===== src/hw/pwr_clk_pkg.sv =====
`default_nettype none
package pwr_clk_pkg;
   // -------------------------------------------------------------
   // register indices, byte address is four times the index
   // -------------------------------------------------------------
   localparam logic [7:0] IDX_POWER_CONTROL = 8'h87;
   localparam logic [7:0] IDX_CLOCK_CONTROL = 8'h8E;
   localparam logic [7:0] IDX_EXT_FLAGS     = 8'h91;
   localparam logic [7:0] IDX_POWER_MANAGE  = 8'hC4;
   localparam logic [7:0] IDX_STATUS        = 8'hC5;
   // -------------------------------------------------------------
   // field positions
   // -------------------------------------------------------------
   localparam int POS_IDLE       = 0;
   localparam int POS_STOP       = 1;
   localparam int POS_TMR_LO     = 3;
   localparam int POS_REF_STOP   = 0;
   localparam int POS_RING_WAKE  = 1;
   localparam int POS_RING_FLAG  = 2;
   localparam int POS_SRC_SEL    = 3;
   localparam int POS_STROBE_SUP = 2;
   localparam int POS_AMP_OFF    = 3;
   localparam int POS_SW_EN      = 5;
   localparam int POS_DIV_LO     = 6;
   localparam int POS_XTAL_READY = 4;
   localparam int POS_LEVEL_LO   = 5;
   // -------------------------------------------------------------
   // divider codes, timing counts, reset values
   // -------------------------------------------------------------
   localparam logic [1:0] DIV_4    = 2'h1;
   localparam logic [1:0] DIV_64   = 2'h2;
   localparam logic [1:0] DIV_1024 = 2'h3;
   localparam int CYC_CLKS_4       = 4;
   localparam int CYC_CLKS_64      = 64;
   localparam int CYC_CLKS_1024    = 1024;
   localparam int TIMER_FAST_CLKS  = 4;
   localparam int TIMER_SLOW_CLKS  = 12;
   localparam int STROBE_CLKS      = 4;
   localparam int WARMUP_CLKS      = 65536;
   localparam logic [1:0] RST_DIV_SEL    = DIV_4;
   localparam logic       RST_SRC_SEL    = 1'b1;
   localparam logic       RST_XTAL_READY = 1'b1;
   localparam logic       RST_CLEAR      = 1'b0;

   typedef enum logic [1:0] {MODE_RUN, MODE_IDLE, MODE_STOP, MODE_WARM} mode_e;
endpackage
`default_nettype wire


===== src/hw/cycle_if.sv =====
`timescale 1ns/1ns
`default_nettype none
interface cycle_if;
   logic [1:0] div_sel;
   logic       hold;
   logic [2:0] tmr_fast;
   logic       cycle_en;
   logic [2:0] timer_tick;
   logic [1:0] div_eff;
   modport ctrl (output div_sel, hold, tmr_fast, input cycle_en, timer_tick, div_eff);
   modport gen  (input div_sel, hold, tmr_fast, output cycle_en, timer_tick, div_eff);
endinterface
`default_nettype wire


===== src/hw/power_clock_management.sv =====
`timescale 1ns/1ns
`default_nettype none
module power_clock_management #(
   parameter int unsigned WARMUP_CLKS = pwr_clk_pkg::WARMUP_CLKS
) (
   // clock and reset
   input  wire logic        clk_sys,
   input  wire logic        srst,
   // wishbone slave
   input  wire logic        wb_cyc_i,
   input  wire logic        wb_stb_i,
   input  wire logic        wb_we_i,
   input  wire logic [9:0]  wb_adr_i,
   input  wire logic [3:0]  wb_sel_i,
   input  wire logic [31:0] wb_dat_i,
   output logic      [31:0] wb_dat_o,
   output logic             wb_ack_o,
   // interrupt level and serial activity
   input  wire logic [2:0]  level_active,
   input  wire logic [3:0]  port_busy,
   // wake, switchback and data-move events
   input  wire logic        irq_any,
   input  wire logic        ext_irq_wake,
   input  wire logic        powerfail_event,
   input  wire logic        ext_irq_valid,
   input  wire logic [1:0]  rx_start_bit,
   input  wire logic [1:0]  tx_buffer_write,
   input  wire logic        external_data_move,
   // clocking outputs
   output logic             cpu_cycle_en,
   output logic      [2:0]  timer_tick,
   output logic             cpu_clk_ring,
   output logic             crystal_amp_on,
   output logic             reference_on,
   output logic             cpu_halted,
   output logic             clocks_stopped,
   output logic             addr_strobe
);
   typedef struct packed {
      pwr_clk_pkg::mode_e mode;
      logic [1:0]         div_sel;
      logic               sw_en;
      logic               amp_off;
      logic               strobe_sup;
      logic               src_sel;
      logic               src_eff;
      logic               ring_hold;
      logic               ring_wake;
      logic               ref_stop;
      logic [2:0]         tmr_fast;
      logic               ack;
      logic [7:0]         rdata;
      logic [1:0]         strobe_cnt;
      logic               strobe;
   } state_s;

   state_s     r;
   state_s     n;
   cycle_if    cif ();
   logic       xtal_ready;
   logic       ring_flag;
   logic       wr;
   logic [7:0] idx;
   logic [7:0] wd;
   logic [7:0] rd_mux;
   logic       stop_wake;
   logic       switchback;
   logic [1:0] new_div;

   // -------------------------------------------------------------
   // helpers
   // -------------------------------------------------------------
   cycle_divider u_div (
      .clk_sys (clk_sys),
      .srst    (srst),
      .cif     (cif)
   );

   // crystal is counted from the moment the amplifier runs again
   warmup_counter #(.LIMIT(WARMUP_CLKS)) u_warm (
      .clk_sys (clk_sys),
      .srst    (srst),
      .run     (crystal_amp_on),
      .ready   (xtal_ready)
   );

   assign idx        = wb_adr_i[9:2];
   assign wd         = wb_dat_i[7:0];
   assign wr         = wb_cyc_i && wb_stb_i && wb_we_i && r.ack && wb_sel_i[0];
   assign new_div    = wd[pwr_clk_pkg::POS_DIV_LO +: 2];
   assign ring_flag  = r.ring_hold || !r.src_eff;
   // internal interrupts need clocks, so only these can wake stop
   assign stop_wake  = ext_irq_wake || (powerfail_event && r.ref_stop);
   assign switchback = ext_irq_valid || (|rx_start_bit) || (|tx_buffer_write);

   // -------------------------------------------------------------
   // read mux
   // -------------------------------------------------------------
   always_comb begin
      rd_mux = 8'h00;
      case (idx)
         pwr_clk_pkg::IDX_POWER_CONTROL: begin
            rd_mux[pwr_clk_pkg::POS_IDLE] = (r.mode == pwr_clk_pkg::MODE_IDLE);
            rd_mux[pwr_clk_pkg::POS_STOP] = (r.mode == pwr_clk_pkg::MODE_STOP);
         end
         pwr_clk_pkg::IDX_CLOCK_CONTROL: begin
            rd_mux[pwr_clk_pkg::POS_TMR_LO +: 3] = r.tmr_fast;
         end
         pwr_clk_pkg::IDX_EXT_FLAGS: begin
            rd_mux[pwr_clk_pkg::POS_SRC_SEL]   = r.src_sel;
            rd_mux[pwr_clk_pkg::POS_RING_FLAG] = ring_flag;
            rd_mux[pwr_clk_pkg::POS_RING_WAKE] = r.ring_wake;
            rd_mux[pwr_clk_pkg::POS_REF_STOP]  = r.ref_stop;
         end
         pwr_clk_pkg::IDX_POWER_MANAGE: begin
            rd_mux[pwr_clk_pkg::POS_DIV_LO +: 2]  = r.div_sel;
            rd_mux[pwr_clk_pkg::POS_SW_EN]      = r.sw_en;
            rd_mux[pwr_clk_pkg::POS_AMP_OFF]    = r.amp_off;
            rd_mux[pwr_clk_pkg::POS_STROBE_SUP] = r.strobe_sup;
         end
         pwr_clk_pkg::IDX_STATUS: begin
            rd_mux[pwr_clk_pkg::POS_LEVEL_LO +: 3] = level_active;
            rd_mux[pwr_clk_pkg::POS_XTAL_READY]  = xtal_ready;
            rd_mux[3:0]                          = port_busy;
         end
         default: rd_mux = 8'h00;
      endcase
   end

   // -------------------------------------------------------------
   // next state
   // -------------------------------------------------------------
   always_comb begin
      n = r;
      n.ack   = wb_cyc_i && wb_stb_i && !r.ack;
      n.rdata = r.ack ? r.rdata : rd_mux;

      if (wr && idx == pwr_clk_pkg::IDX_CLOCK_CONTROL) begin
         n.tmr_fast = wd[pwr_clk_pkg::POS_TMR_LO +: 3];
      end
      if (wr && idx == pwr_clk_pkg::IDX_EXT_FLAGS) begin
         n.ring_wake = wd[pwr_clk_pkg::POS_RING_WAKE];
         n.ref_stop  = wd[pwr_clk_pkg::POS_REF_STOP];
         if (!(wd[pwr_clk_pkg::POS_SRC_SEL] && !r.src_sel && (!xtal_ready || r.amp_off))) begin
            n.src_sel = wd[pwr_clk_pkg::POS_SRC_SEL];
         end
      end
      if (wr && idx == pwr_clk_pkg::IDX_POWER_MANAGE) begin
         n.sw_en      = wd[pwr_clk_pkg::POS_SW_EN];
         n.strobe_sup = wd[pwr_clk_pkg::POS_STROBE_SUP];
         if (!(wd[pwr_clk_pkg::POS_AMP_OFF] && r.src_sel)) begin
            n.amp_off = wd[pwr_clk_pkg::POS_AMP_OFF];
         end
         // reserved code 00 is dropped, slow codes only from the 4-clock code
         if (new_div == pwr_clk_pkg::DIV_4 ||
             (r.div_sel == pwr_clk_pkg::DIV_4 && new_div != 2'h0)) begin
            n.div_sel = new_div;
         end
      end
      // hardware restore wins over a software write in the same cycle
      if (r.sw_en && switchback) begin
         n.div_sel = pwr_clk_pkg::DIV_4;
      end

      // source change also waits for a cycle boundary
      if (cif.cycle_en) begin
         n.src_eff = r.src_sel;
      end
      if (r.ring_hold && xtal_ready) begin
         n.ring_hold = 1'b0;
      end

      case (r.mode)
         pwr_clk_pkg::MODE_RUN: begin
            if (wr && idx == pwr_clk_pkg::IDX_POWER_CONTROL) begin
               if (wd[pwr_clk_pkg::POS_STOP]) begin
                  n.mode = pwr_clk_pkg::MODE_STOP;
               end else if (wd[pwr_clk_pkg::POS_IDLE]) begin
                  n.mode = pwr_clk_pkg::MODE_IDLE;
               end
            end
         end
         pwr_clk_pkg::MODE_IDLE: begin
            if (irq_any) begin
               n.mode = pwr_clk_pkg::MODE_RUN;
            end
         end
         pwr_clk_pkg::MODE_STOP: begin
            if (stop_wake) begin
               if (!r.src_eff || r.ring_wake) begin
                  n.mode      = pwr_clk_pkg::MODE_RUN;
                  n.ring_hold = r.src_eff && r.ring_wake;
               end else begin
                  n.mode = pwr_clk_pkg::MODE_WARM;
               end
            end
         end
         pwr_clk_pkg::MODE_WARM: begin
            if (xtal_ready) begin
               n.mode = pwr_clk_pkg::MODE_RUN;
            end
         end
         default: n.mode = pwr_clk_pkg::MODE_RUN;
      endcase

      n.strobe_cnt = (r.strobe_cnt == 2'(pwr_clk_pkg::STROBE_CLKS - 1))
                     ? 2'h0 : 2'(r.strobe_cnt + 2'h1);
      if (r.mode == pwr_clk_pkg::MODE_STOP || (r.strobe_sup && !external_data_move)) begin
         n.strobe = 1'b0;
      end else begin
         n.strobe = (n.strobe_cnt < 2'(pwr_clk_pkg::STROBE_CLKS / 2));
      end
   end

   // -------------------------------------------------------------
   // state register
   // -------------------------------------------------------------
   always_ff @(posedge clk_sys) begin
      if (srst) begin
         r <= '{mode:       pwr_clk_pkg::MODE_RUN,
                div_sel:    pwr_clk_pkg::RST_DIV_SEL,
                sw_en:      pwr_clk_pkg::RST_CLEAR,
                amp_off:    pwr_clk_pkg::RST_CLEAR,
                strobe_sup: pwr_clk_pkg::RST_CLEAR,
                src_sel:    pwr_clk_pkg::RST_SRC_SEL,
                src_eff:    pwr_clk_pkg::RST_SRC_SEL,
                ring_hold:  pwr_clk_pkg::RST_CLEAR,
                ring_wake:  pwr_clk_pkg::RST_CLEAR,
                ref_stop:   pwr_clk_pkg::RST_CLEAR,
                tmr_fast:   3'h0,
                ack:        pwr_clk_pkg::RST_CLEAR,
                rdata:      8'h00,
                strobe_cnt: 2'h0,
                strobe:     pwr_clk_pkg::RST_CLEAR};
      end else begin
         r <= n;
      end
   end

   // -------------------------------------------------------------
   // outputs
   // -------------------------------------------------------------
   assign cif.div_sel  = r.div_sel;
   assign cif.tmr_fast = r.tmr_fast;
   // idle keeps timers going, stop and crystal warm-up freeze cycles and timers
   assign cif.hold     = (r.mode == pwr_clk_pkg::MODE_STOP) || (r.mode == pwr_clk_pkg::MODE_WARM);
   assign cpu_cycle_en = cif.cycle_en && (r.mode == pwr_clk_pkg::MODE_RUN);
   assign timer_tick   = cif.timer_tick;
   assign cpu_clk_ring = ring_flag;
   assign crystal_amp_on = !r.amp_off && (r.mode != pwr_clk_pkg::MODE_STOP);
   assign reference_on = (r.mode != pwr_clk_pkg::MODE_STOP) || r.ref_stop;
   assign cpu_halted   = (r.mode != pwr_clk_pkg::MODE_RUN);
   assign clocks_stopped = (r.mode == pwr_clk_pkg::MODE_STOP);
   assign addr_strobe  = r.strobe;
   assign wb_ack_o     = r.ack;
   assign wb_dat_o     = {24'h000000, r.rdata};
endmodule
`default_nettype wire


===== src/hw/cycle_divider.sv =====
`timescale 1ns/1ns
`default_nettype none
module cycle_divider (
   // clock and reset
   input wire logic clk_sys,
   input wire logic srst,
   // divider link
   cycle_if.gen     cif
);
   typedef struct packed {
      logic [1:0] div_eff;
      logic [9:0] cnt;
      logic [1:0] third;
      logic       cyc;
   } div_s;

   div_s       r;
   div_s       n;
   logic [9:0] term;

   // -------------------------------------------------------------
   // period counter
   // -------------------------------------------------------------
   always_comb begin
      case (r.div_eff)
         pwr_clk_pkg::DIV_64:   term = 10'(pwr_clk_pkg::CYC_CLKS_64 - 1);
         pwr_clk_pkg::DIV_1024: term = 10'(pwr_clk_pkg::CYC_CLKS_1024 - 1);
         default:               term = 10'(pwr_clk_pkg::CYC_CLKS_4 - 1);
      endcase
      n = r;
      n.cyc = 1'b0;
      if (!cif.hold) begin
         if (r.cnt >= term) begin
            // new selection only lands on a cycle boundary
            n.cnt = 10'h000;
            n.cyc = 1'b1;
            n.div_eff = cif.div_sel;
            n.third = (r.third == 2'(pwr_clk_pkg::TIMER_SLOW_CLKS / pwr_clk_pkg::TIMER_FAST_CLKS - 1))
                      ? 2'h0 : 2'(r.third + 2'h1);
         end else begin
            n.cnt = 10'(r.cnt + 10'h001);
         end
      end
   end

   always_ff @(posedge clk_sys) begin
      if (srst) begin
         r <= '{div_eff: pwr_clk_pkg::RST_DIV_SEL, cnt: 10'h000, third: 2'h0, cyc: 1'b0};
      end else begin
         r <= n;
      end
   end

   // -------------------------------------------------------------
   // per-timer rate, slow ticks every third cycle
   // -------------------------------------------------------------
   for (genvar i = 0; i < 3; i++) begin : g_tick
      assign cif.timer_tick[i] = cif.tmr_fast[i] ? r.cyc : (r.cyc && r.third == 2'h0);
   end
   assign cif.cycle_en = r.cyc;
   assign cif.div_eff  = r.div_eff;
endmodule
`default_nettype wire


===== src/hw/warmup_counter.sv =====
`timescale 1ns/1ns
`default_nettype none
module warmup_counter #(
   parameter int unsigned LIMIT = pwr_clk_pkg::WARMUP_CLKS
) (
   // clock and reset
   input  wire logic clk_sys,
   input  wire logic srst,
   // oscillator state
   input  wire logic run,
   output logic      ready
);
   localparam int CW = $clog2(LIMIT + 1);

   typedef struct packed {
      logic [CW-1:0] cnt;
      logic          ready;
   } warm_s;

   warm_s r;
   warm_s n;

   always_comb begin
      n = r;
      if (!run) begin
         n.cnt   = '0;
         n.ready = 1'b0;
      end else if (!r.ready) begin
         if (r.cnt == CW'(LIMIT - 1)) begin
            n.ready = 1'b1;
         end else begin
            n.cnt = CW'(r.cnt + 1'b1);
         end
      end
   end

   // power-up leaves the crystal already counted as stable
   always_ff @(posedge clk_sys) begin
      if (srst) begin
         r <= '{cnt: '0, ready: pwr_clk_pkg::RST_XTAL_READY};
      end else begin
         r <= n;
      end
   end

   assign ready = r.ready;
endmodule
`default_nettype wire


===== config.mk =====
export PLATFORM = sky130hd
export DESIGN_NAME = power_clock_management
export DESIGN_NICKNAME = d
export VERILOG_FILES = /design/src/hw/pwr_clk_pkg.sv /design/src/hw/cycle_if.sv /design/src/hw/power_clock_management.sv /design/src/hw/cycle_divider.sv /design/src/hw/warmup_counter.sv
export SDC_FILE = /design/constraint.sdc
export NUM_CORES = 1
export LEC_CHECK = 0
export BUFFER_PORTS_ARGS = -buffer_cell sky130_fd_sc_hd__buf_4
export CORE_MARGIN = 10
export CORE_UTILIZATION = 40
export CTS_CLUSTER_SIZE = 25
export DETAILED_ROUTE_END_ITERATION = 8
export HOLD_SLACK_MARGIN = 0.05
export PLACE_DENSITY = 0.65
export SETUP_SLACK_MARGIN = 0.3
export SYNTH_ARGS = -nofsm -noshare
export SYNTH_HDL_FRONTEND = slang
export SYNTH_HIERARCHICAL = 1
export SYNTH_SLANG_ARGS = --single-unit

===== constraint.sdc =====
create_clock -name clk_sys -period 2.98 [get_ports clk_sys]
set_input_delay 0.298 -clock clk_sys [delete_from_list [all_inputs] [get_ports clk_sys]]
set_output_delay 0.298 -clock clk_sys [all_outputs]
set_load 0.02 [all_outputs]

==> key figures, run 1 <==
STA
  • Final hold slack: 0.210 ns
  • Count of final hold-check violations: 0
  • Total negative setup slack: 0 ns
  • Final period utilization: 0.826
  • Number of slew-limit violations in the final report: 0
  • Worst relative slew slack: 0.566
  • Count of endpoints failing setup in the final report: 0
  • Maximum clock skew at final layout: 0.0103 ns
  • Actual slew at the worst max-slew pin: 0.651 ns
  • RSZ-0062 raised after global routing: no
  • Shortest period the worst path allows: 2.46 ns
  • Highest attainable clock frequency: 406 MHz

Placed design
  • Port-buffer cells: 56
  • HPWL after DPL: 6390 um
  • Final GP Congestion: 0.855

Power
  • Part of the total power dissipated in combinational logic: 0.142
  • VDD IR max: 0.000238 V
  • Power density normalized to cell area: 476 mW/mm^2
  • Net switching component of the power: 0.487 mW
  • Reg power frac: 0.439
  • Cell-internal power: 1.44 mW
  • Clk network pwr share: 0.419
  • Net Sw Frac: 0.253
  • Static leakage power: 1.59 nW

Route
  • Met1 Wirelength: 3570 um
  • Number of nets with antenna violations after routing: 0
  • Detailed route wirelength on metal2: 3990 um
  • Routed length on met3: 604 um
  • DR pass1 iterations: 4
  • Number of remaining DRC errors: 0
  • Detailed router's first-iteration violation count: 94
  • DR vias/cell: 5.33
  • Overall via count from detail_route: 2936
  • Detailed-route wire length: 8270 um
  • Max layer used: met4
  • Average detailed-routed wire length per instance: 15.0 um

Finish
  • Area of all sequential standard cells: 0.00120 mm^2
  • Final-stage net count: 516
  • Fraction of layout cells with a size suffix above 1: 0.217
  • Area used by multi-input combinational logic: 0.00201 mm^2
  • Fillcell total: 852
  • Antenna fix cells: 0
  • P&R area growth vs syn: 16.0%

CTS
  • Latest clock arrival within the worst-skew pair: 0.34 ns
  • Root Driver: sky130_fd_sc_hd__clkbuf_8
  • Buffer depth of the longest clock path: 2
  • Depth of the CTS H-tree: 3
  • Postcts setup bufs: 0
  • Clock sink total: 60
  • TritonCTS buffer count: 9
  • Hold buffer count at CTS: 0
  • Worst-path clk slew: 0.07 ns
  • Cells resized by post-CTS repair: 0
  • CTS tree: built

Floorplan
  • Count of pins on the block boundary: 110
  • Std cell rows: 33
  • Die Footprint: 0.0128 mm^2
  • Initial core utilization: 0.418
  • Overall die width: 113 um
  • DIE HEIGHT: 113 um
  • Core outline area: 0.00834 mm^2

Synth
  • Yosys warnings: 6
  • Cell area after synthesis: 0.00348 mm^2
  • Average footprint of a synthesized cell: 8.76 um^2
  • Synthesized netlist cell count: 398

Global routing
  • Antenna violations before repair: 0
  • Vias in the first global route: 2946
  • First-pass GRT wire length: 13800 um
  • Total global routing track utilization: 0.127
  • Pin count of the biggest net entering global routing: 48
  • Total grt overflow: 0

Hold path
  • Source of the worst hold timing path: wb_stb_i
  • Path category of the worst min-delay check: in -> reg

Worst setup path
  • Crit path max fanout: 7
  • Crit path kind: reg -> reg
  • Required time of the critical path: 3.24 ns
  • Kind of start point of the critical path: flip-flop
  • Origin of the worst setup path: u_warm/r[6]
  • Startpoint of the worst-slack reg-to-reg timing path: u_warm/r[6]
  • Crit. End Element: flip-flop
  • Arrival time of the worst setup path: 2.72 ns

Run status
  • Outcome: finished clean

Run
  • Number of max-capacitance violations reported: 0
## worst max-delay path, stage by stage (launching register included)
cell and delay [ns]:
sky130_fd_sc_hd__dfxtp_1 0.36, sky130_fd_sc_hd__nand3_2 0.12, sky130_fd_sc_hd__or2_0 0.30, sky130_fd_sc_hd__nor3_1 0.11
sky130_fd_sc_hd__ha_1 0.25, sky130_fd_sc_hd__nand4bb_1 0.30, sky130_fd_sc_hd__or2_0 0.35, sky130_fd_sc_hd__or4_1 0.43
sky130_fd_sc_hd__a21oi_1 0.15
## stage by stage
step | cells | cell area, um^2 | power, mW | utilization | setup WS, ns
CTS | 551 | 4040 | 1.94 | 0.485 | 0.534
detailed placement | 535 | 3820 | 1.14 | 0.458 | 0.569
global placement | 535 | 3820 | 1.13 | 0.458 | 0.592
floorplan | 421 | 3570 | 1.07 | - | 0.936
finish | 551 | 4040 | 1.92 | 0.485 | 0.519
global route | 551 | 4040 | 2.01 | 0.485 | 0.303
## worst paths after layout
kind | end | cells after the start | slack (ns)
max reg2reg | u_warm/r[16] | 8 | 0.52
max | u_warm/r[16] | 8 | 0.52
min | wb_ack_o | 3 | 0.21
min reg2reg | r[1] | 1 | 0.43
## layout by cell type (no fill, tap or decap), drive strengths merged, types with 9 or more instances in the layout
cell	count
mux2i	11
nor2	38
buf	57
nor3	22
nand2	17
a21oi	20
nand3	15
dfxtp	60
nand4	15
clkbuf	12
nor4	9
conb	24
xnor2	9
nor2b	9
xor2	9
inv	13
## sequential cells by signal (all words and copies together) (netlist names)
signal,flops
u_warm/r,17
wb_dat_o,8
cif.tmr_fast,3
wb_ack_o,1
u_div/cif.cycle_en,1
u_warm/ready,1
u_div/cif.div_eff,2
r,12
u_div/r,12
addr_strobe,1
cif.div_sel,2
## routing by layer
metal | global-route usage | vias to the layer above
li1 | - | 1475
met5 | 0 | -
met4 | 0.0533 | 0
met3 | 0.0449 | 9
met1 | 0.148 | 1364
met2 | 0.207 | 88
## power by group through the flow
stage	clock [mW]	combinational [mW]	sequential (mW)
6_report	0.805	0.272	0.845
5_1_grt	0.862	0.299	0.849
4_1_cts	0.826	0.274	0.845
3_5_place_dp	0	0.273	0.863
3_3_place_gp	0	0.269	0.862
2_1_floorplan	0	0.205	0.862
## area by class of cell
class                      count  share of cell area
timing repair buffer          57               0.106
inverter                      13              0.0121
tap                          105              0.0325
clock inverter                 4              0.0180
multi-input combinational    300               0.498
clock buffer                  12              0.0359
sequential                    60               0.297
Power figures use the tool's default switching activity.
==> run 2: changes to the inputs <==
--- a/config.mk
+++ b/config.mk
@@ -11,7 +11,7 @@
 export CTS_CLUSTER_SIZE = 25
 export DETAILED_ROUTE_END_ITERATION = 8
 export HOLD_SLACK_MARGIN = 0.05
-export PLACE_DENSITY = 0.65
+export PLACE_DENSITY = 0.68
 export SETUP_SLACK_MARGIN = 0.3
 export SYNTH_ARGS = -nofsm -noshare
 export SYNTH_HDL_FRONTEND = slang
==> constraint.sdc (replaced) <==
create_clock -name clk_sys -period 2 [get_ports clk_sys]
set_input_delay 0.2 -clock clk_sys [delete_from_list [all_inputs] [get_ports clk_sys]]
set_output_delay 0.2 -clock clk_sys [all_outputs]
set_load 0.02 [all_outputs]
==> key figures, run 2 (same netlist as run 1, synthesis figures left out) <==
Worst setup path
  • Crit path max fanout: 4 (-3)
  • Worst Setup EP: u_warm/r[16]
  • Required time of the critical path: 2.26 ns (-0.98 ns)
  • Kind of start point of the critical path: flip-flop
  • Logic depth of the worst register-to-register path: 8 (unchanged)
  • Crit. End Element: flip-flop
  • Register-to-Register Setup Slack: 0.1 ns (-0.42 ns)
  • Arrival time of the worst setup path: 2.16 ns (-0.56 ns)
  • Terminus of the critical flop-to-flop path: u_warm/r[16]
  • Origin of the worst setup path: u_warm/r[5]
  • Startpoint of the worst-slack reg-to-reg timing path: u_warm/r[5]
  • Crit path kind: reg -> reg

Finish
  • Top Registers: u_warm/r (17), r (12), u_div/r (12)
  • Largest reg by FF count: u_warm/r
  • Antenna fix cells: 0 (unchanged)
  • Most common cell after layout, fill and taps aside: sky130_fd_sc_hd__buf_4
  • Highest-count cells in the layout ignoring fill and taps: sky130_fd_sc_hd__buf_4, sky130_fd_sc_hd__dfxtp_1, sky130_fd_sc_hd__nor2_1
  • P&R area growth vs syn: 31.0%
  • Final-stage net count: 551 (+6.8%)
  • Fraction of layout cells with a size suffix above 1: 0.369 (+0.151)
  • Max FFs per register: 17 (unchanged)

STA
  • Count of final hold-check violations: 0 (unchanged)
  • Least setup slack across all paths after layout: 0.0981 ns (-0.421 ns)
  • RSZ-0062 raised after global routing: yes
  • Total negative setup slack: 0 ns (unchanged)
  • Final period utilization: 0.951 (+0.125)
  • Number of slew-limit violations in the final report: 0 (unchanged)
  • Worst relative slew slack: 0.613 (+0.0473)
  • Highest attainable clock frequency: 526 MHz (+29%)
  • Actual slew at the worst max-slew pin: 0.575 ns (-0.0757 ns)
  • Maximum clock skew at final layout: 0.00882 ns (-0.00150 ns)
  • Count of endpoints failing setup in the final report: 0 (unchanged)
  • Shortest period the worst path allows: 1.90 ns (-0.559 ns)

Placed design
  • HPWL after DPL: 6590 um (+3.1%)
  • Placement Setup Slack: 0.0631 ns (-0.506 ns)
  • Port-buffer cells: 56 (unchanged)
  • Final GP Congestion: 0.807 (-5.6%)

Route
  • Average detailed-routed wire length per instance: 15.1 um (+0.88%)
  • Overall via count from detail_route: 3055 (+4.1%)
  • Detailed-route wire length: 8860 um (+7.1%)
  • Number of nets with antenna violations after routing: 0 (unchanged)
  • DR pass1 iterations: 4 (unchanged)
  • DR vias/cell: 5.22 (-2.0%)
  • Number of remaining DRC errors: 0 (unchanged)
  • Detailed router's first-iteration violation count: 99 (+5.3%)

Global routing
  • Pin count of the biggest net entering global routing: 48 (unchanged)
  • Total global routing track utilization: 0.132 (+0.00474)
  • First-pass GRT wire length: 14300 um (+3.5%)
  • Vias in the first global route: 3084 (+4.7%)
  • Antenna violations before repair: 0 (unchanged)
  • Total grt overflow: 0 (unchanged)

CTS
  • Root Driver: sky130_fd_sc_hd__clkbuf_8
  • TritonCTS buffer count: 9 (unchanged)
  • CTS tree: built
  • Depth of the CTS H-tree: 3 (unchanged)
  • Buffer depth of the longest clock path: 2 (unchanged)
  • Hold buffer count at CTS: 0 (unchanged)
  • Worst-path clk slew: 0.07 ns (about the same)
  • Latest clock arrival within the worst-skew pair: 0.33 ns (about the same)
  • Clock sink total: 60 (unchanged)

Power
  • Static leakage power: 1.80 nW (+13%)
  • Power density normalized to cell area: 581 mW/mm^2 (+22%)
  • Clk network pwr share: 0.362 (-0.057)
  • Cell-internal power: 1.93 mW (+34%)
  • VDD IR max: 0.000341 V (+43%)
  • Net switching component of the power: 0.722 mW (+48%)
  • Part of the total power dissipated in combinational logic: 0.164 (+0.022)
  • Final Power: 2.65 mW (+38%)
  • Net Sw Frac: 0.272 (+0.0191)
  • Reg power frac: 0.474 (+0.035)

Floorplan
  • Core outline area: 0.00834 mm^2 (unchanged)
  • Std cell rows: 33 (unchanged)
  • Overall die width: 113 um (unchanged)
  • Count of pins on the block boundary: 110 (unchanged)
  • Die Footprint: 0.0128 mm^2 (unchanged)
  • DIE HEIGHT: 113 um (unchanged)
  • Initial core utilization: 0.418 (unchanged)

Hold path
  • Cell depth of the worst min-delay path: 3 (unchanged)
  • Path category of the worst min-delay check: in -> reg

Run
  • Number of max-capacitance violations reported: 0 (unchanged)

Run status
  • Outcome: finished clean
run 2: changes by cell type in the layout (fill, tap and decap cells not counted), sizes merged:
cell,previous run,this run
clkinv,1,2
clkinvlp,1,0
buf,57,92
bufinv,2,0
clkbuf,12,13
run 2: worst max-delay path: stages, from the launching register on:
cell and delay, ns:
sky130_fd_sc_hd__dfxtp_2 0.32, sky130_fd_sc_hd__and3_4 0.18, sky130_fd_sc_hd__nand3_4 0.08, sky130_fd_sc_hd__nor3_4 0.05, sky130_fd_sc_hd__ha_4 0.18, sky130_fd_sc_hd__nand4bb_4 0.19
sky130_fd_sc_hd__or2_4 0.27, sky130_fd_sc_hd__or4_4 0.42, sky130_fd_sc_hd__a21oi_2 0.14
run 2: final cells by class:
type,count,area (um^2)
clock inverters,2,10.0
clock buffers,13,159
flip-flops and latches,60,1230
multi-input cells,300,2280
well taps,105,131
inverters,13,48.8
fillers,762,3780
repair buffers,92,706
run 2: worst min-delay path by stage:
stage | start | slack [ns] | to
after floorplan | srst | 0.30 | u_warm/ready
after global placement | r[1] | 0.41 | r[1]
after detailed placement | r[1] | 0.42 | r[1]
after CTS | wb_stb_i | 0.10 | wb_ack_o
after global routing | wb_stb_i | 0.10 | wb_ack_o
final | wb_stb_i | 0.11 | wb_ack_o
run 2: power groups by stage:
stage / sequential [mW] / clock, mW / combinational (mW)
2_1_floorplan: 1.28 / 0 / 0.305
3_3_place_gp: 1.29 / 0 / 0.406
3_5_place_dp: 1.29 / 0 / 0.413
4_1_cts: 1.26 / 0.987 / 0.430
5_1_grt: 1.26 / 1.04 / 0.474
6_report: 1.26 / 0.960 / 0.435
run 2: stage by stage:
stage | cell area [um^2] | util | instances | hold slack, ns
floorplan | 3670 | - | 421 | 0.301
global placement | 4110 | 0.492 | 559 | 0.414
detailed placement | 4110 | 0.492 | 559 | 0.422
CTS | 4390 | 0.527 | 579 | 0.100
global route | 4560 | 0.547 | 585 | 0.103
finish | 4560 | 0.547 | 585 | 0.106
run 2: what timing repair did:
| action | 4_1_cts | 5_1_grt |
|---|---|---|
| gates resized for setup | 19 | 30 |
| setup endpoints to repair | 33 | 35 |
| buffers inserted | 5 | 6 |
| pin swaps | 19 | 15 |
run 2: layer usage:
metal	up-vias	share of wire	GRT usage
met4	0	0.0056	0.0330
met1	1421	0.42	0.146
met2	79	0.50	0.226
met5	-	0	0
met3	6	0.071	0.0592
li1	1549	-	-
==> run 3: changes to the inputs <==
--- a/config.mk
+++ b/config.mk
@@ -6,10 +6,12 @@
 export NUM_CORES = 1
 export LEC_CHECK = 0
 export BUFFER_PORTS_ARGS = -buffer_cell sky130_fd_sc_hd__buf_4
+export CORE_ASPECT_RATIO = 2
 export CORE_MARGIN = 10
 export CORE_UTILIZATION = 40
 export CTS_CLUSTER_SIZE = 25
 export DETAILED_ROUTE_END_ITERATION = 8
+export GPL_TIMING_DRIVEN = 1
 export HOLD_SLACK_MARGIN = 0.05
 export PLACE_DENSITY = 0.68
 export SETUP_SLACK_MARGIN = 0.3
==> key figures, run 3 (same netlist as run 1, synthesis figures left out) <==
Run status
  • Outcome: finished clean

Worst setup path
  • Crit path kind: reg -> reg
  • Arrival time of the worst setup path: 2.14 ns (-0.02 ns)
  • Crit. End Element: flip-flop
  • Register-to-Register Setup Slack: 0.11 ns (+0.02 ns)
  • Required time of the critical path: 2.26 ns (about the same)
  • Origin of the worst setup path: u_warm/r[1]
  • Cell with the largest stage delay on the worst path: sky130_fd_sc_hd__or4_4
  • Startpoint of the worst-slack reg-to-reg timing path: u_warm/r[1]
  • Max incr delay on CP: 0.42 ns (about the same)
  • Terminus of the critical flop-to-flop path: u_warm/r[14]
  • Worst-path cell chain: ha_4 > nand3_2 > nor3_4 > ha_4 > nand4bb_4 > or2_4 > or4_4 > a21oi_2
  • Logic depth of the worst register-to-register path: 8 (unchanged)
  • Crit path max fanout: 4 (unchanged)
  • Kind of start point of the critical path: flip-flop
  • Cell repeated most along the worst path: sky130_fd_sc_hd__ha_4

STA
  • Count of final hold-check violations: 0 (unchanged)
  • Final hold slack: 0.108 ns (+0.00196 ns)
  • RSZ-0062 raised after global routing: yes
  • Total negative setup slack: 0 ns (unchanged)
  • Maximum clock skew at final layout: 0.00690 ns (-0.00192 ns)
  • Shortest period the worst path allows: 1.89 ns (-0.0150 ns)
  • Actual slew at the worst max-slew pin: 0.552 ns (-0.0234 ns)
  • Worst relative slew slack: 0.627 (+0.0138)
  • Highest attainable clock frequency: 530 MHz (+0.80%)
  • Least setup slack across all paths after layout: 0.113 ns (+0.0150 ns)
  • Final period utilization: 0.943 (-0.00752)
  • Number of slew-limit violations in the final report: 0 (unchanged)
  • Count of endpoints failing setup in the final report: 0 (unchanged)

CTS
  • Hold buffer count at CTS: 0 (unchanged)
  • Latest clock arrival within the worst-skew pair: 0.33 ns (about the same)
  • Root Driver: sky130_fd_sc_hd__clkbuf_16
  • TritonCTS buffer count: 9 (unchanged)
  • Worst-path clk slew: 0.05 ns (-0.02 ns)
  • Buffer depth of the longest clock path: 2 (unchanged)
  • Clock sink total: 60 (unchanged)
  • CTS tree: built
  • Depth of the CTS H-tree: 3 (unchanged)

Hold path
  • Path category of the worst min-delay check: in -> reg
  • Hold Path End: r[20]
  • Source of the worst hold timing path: wb_dat_i[2]
  • Cell depth of the worst min-delay path: 3 (unchanged)

Placed design
  • HPWL after DPL: 7510 um (+14%)
  • Area after DPL: 0.00411 mm^2 (about the same)
  • Placement Setup Slack: 0.0351 ns (-0.0280 ns)
  • Port-buffer cells: 56 (unchanged)
  • Placed cells: 555 (-0.72%)
  • Final GP Congestion: 0.831 (+2.9%)

Global routing
  • First-pass GRT wire length: 15700 um (+9.5%)
  • Antenna violations before repair: 0 (unchanged)
  • Pin count of the biggest net entering global routing: 48 (unchanged)
  • Total global routing track utilization: 0.147 (+0.0152)
  • Total grt overflow: 0 (unchanged)
  • Vias in the first global route: 3414 (+11%)

Route
  • Detailed router's first-iteration violation count: 205 (+110%)
  • DR vias/cell: 5.45 (+4.4%)
  • DR pass1 iterations: 4 (unchanged)
  • Met1 Wirelength: 3440 um (-8.6%)
  • Overall via count from detail_route: 3183 (+4.2%)
  • Number of nets with antenna violations after routing: 0 (unchanged)
  • Max layer used: met4
  • Detailed-route wire length: 9820 um (+11%)
  • Average detailed-routed wire length per instance: 16.8 um (+11%)
  • Number of remaining DRC errors: 0 (unchanged)
  • Routed length on met3: 394 um (-37%)
  • Detailed route wirelength on metal2: 5700 um (+29%)

Run
  • Number of max-capacitance violations reported: 0 (unchanged)

Floorplan
  • Count of pins on the block boundary: 110 (unchanged)
  • Core outline area: 0.00859 mm^2 (+3.0%)
  • Std cell rows: 48 (+45%)
  • Die Footprint: 0.0131 mm^2 (+1.8%)
  • DIE HEIGHT: 152 um (+34%)
  • Overall die width: 86 um (-24%)
  • Initial core utilization: 0.406 (-0.0121)

Finish
  • Layout Cell Area excl Fill: 0.00468 mm^2 (+2.5%)
  • Fraction of layout cells with a size suffix above 1: 0.360 (-0.00925)
  • Most common cell after layout, fill and taps aside: sky130_fd_sc_hd__buf_4
  • Top Registers: u_warm/r (17), r (12), u_div/r (12)
  • P&R area growth vs syn: 34.2%
  • Cell Count, Final, Fillers Out: 584 (-0.17%)
  • Max FFs per register: 17 (unchanged)
  • Fillcell total: 778 (+2.1%)
  • Final-stage net count: 554 (+0.54%)
  • Highest-count cells in the layout ignoring fill and taps: sky130_fd_sc_hd__buf_4, sky130_fd_sc_hd__dfxtp_1, sky130_fd_sc_hd__nor2_1
  • Antenna fix cells: 0 (unchanged)
  • Largest reg by FF count: u_warm/r
  • Layout Utilization: 0.545 (-0.00268)

Power
  • Power density normalized to cell area: 682 mW/mm^2 (+17%)
  • Static leakage power: 1.85 nW (+3.0%)
  • Final Power: 3.19 mW (+20%)
  • VDD IR max: 0.000495 V (+45%)
[run 3: changes by cell type in the layout (fill, tap and decap cells not counted), moves of 3 or more]
cell	previous run	this run
sky130_fd_sc_hd__clkbuf_8	11	0
sky130_fd_sc_hd__clkbuf_1	2	5
sky130_fd_sc_hd__clkbuf_16	0	9
sky130_fd_sc_hd__dfxtp_1	42	46
sky130_fd_sc_hd__dfxtp_2	14	11
[run 3: routing by layer]
layer,global-route usage,vias to the layer above
li1,-,1553
met1,0.129,1526
met2,0.280,85
met3,0.0364,19
met4,0.0883,0
met5,0,-
[run 3: area by class of cell]
cell class / instances / area, um^2 / share of cell area
repair buffers: 95 / 748 / 0.160
inverters: 13 / 48.8 / 0.0104
clock inverters: 2 / 35.0 / 0.00749
flip-flops and latches: 60 / 1230 / 0.262
multi-input cells: 300 / 2250 / 0.481
well taps: 100 / 125 / 0.0268
clock buffers: 14 / 244 / 0.0522
[run 3: power by group]
group	internal [mW]	total (mW)	switching (mW)
registers	1.23	1.26	0.0349
logic	0.197	0.438	0.241
clock network	0.964	1.49	0.524
total	2.39	3.19	0.801
[run 3: timing repair]
item / 4_1_cts / 5_1_grt
setup endpoints to repair: 30 / 34
buffers inserted: 8 / 5
pin swaps: 14 / 19
gates resized for setup: 19 / 24
[run 3: worst max path at each step]
stage | cells after the start | endpoint
after floorplan | 9 | u_warm/r[14]
after CTS | 8 | u_warm/r[14]
after global routing | 8 | u_warm/r[14]
after detailed placement | 8 | u_warm/r[16]
final | 8 | u_warm/r[14]
after global placement | 8 | u_warm/r[13]
[run 3: critical path: cells and delay by family (launching register included)]
family / cells / cell delay [ns]
adders and majority gates: 2 / 0.33
AOI/OAI and AO/OA: 1 / 0.13
and+or+nand+nor: 5 / 1.01
DFF: 1 / 0.34
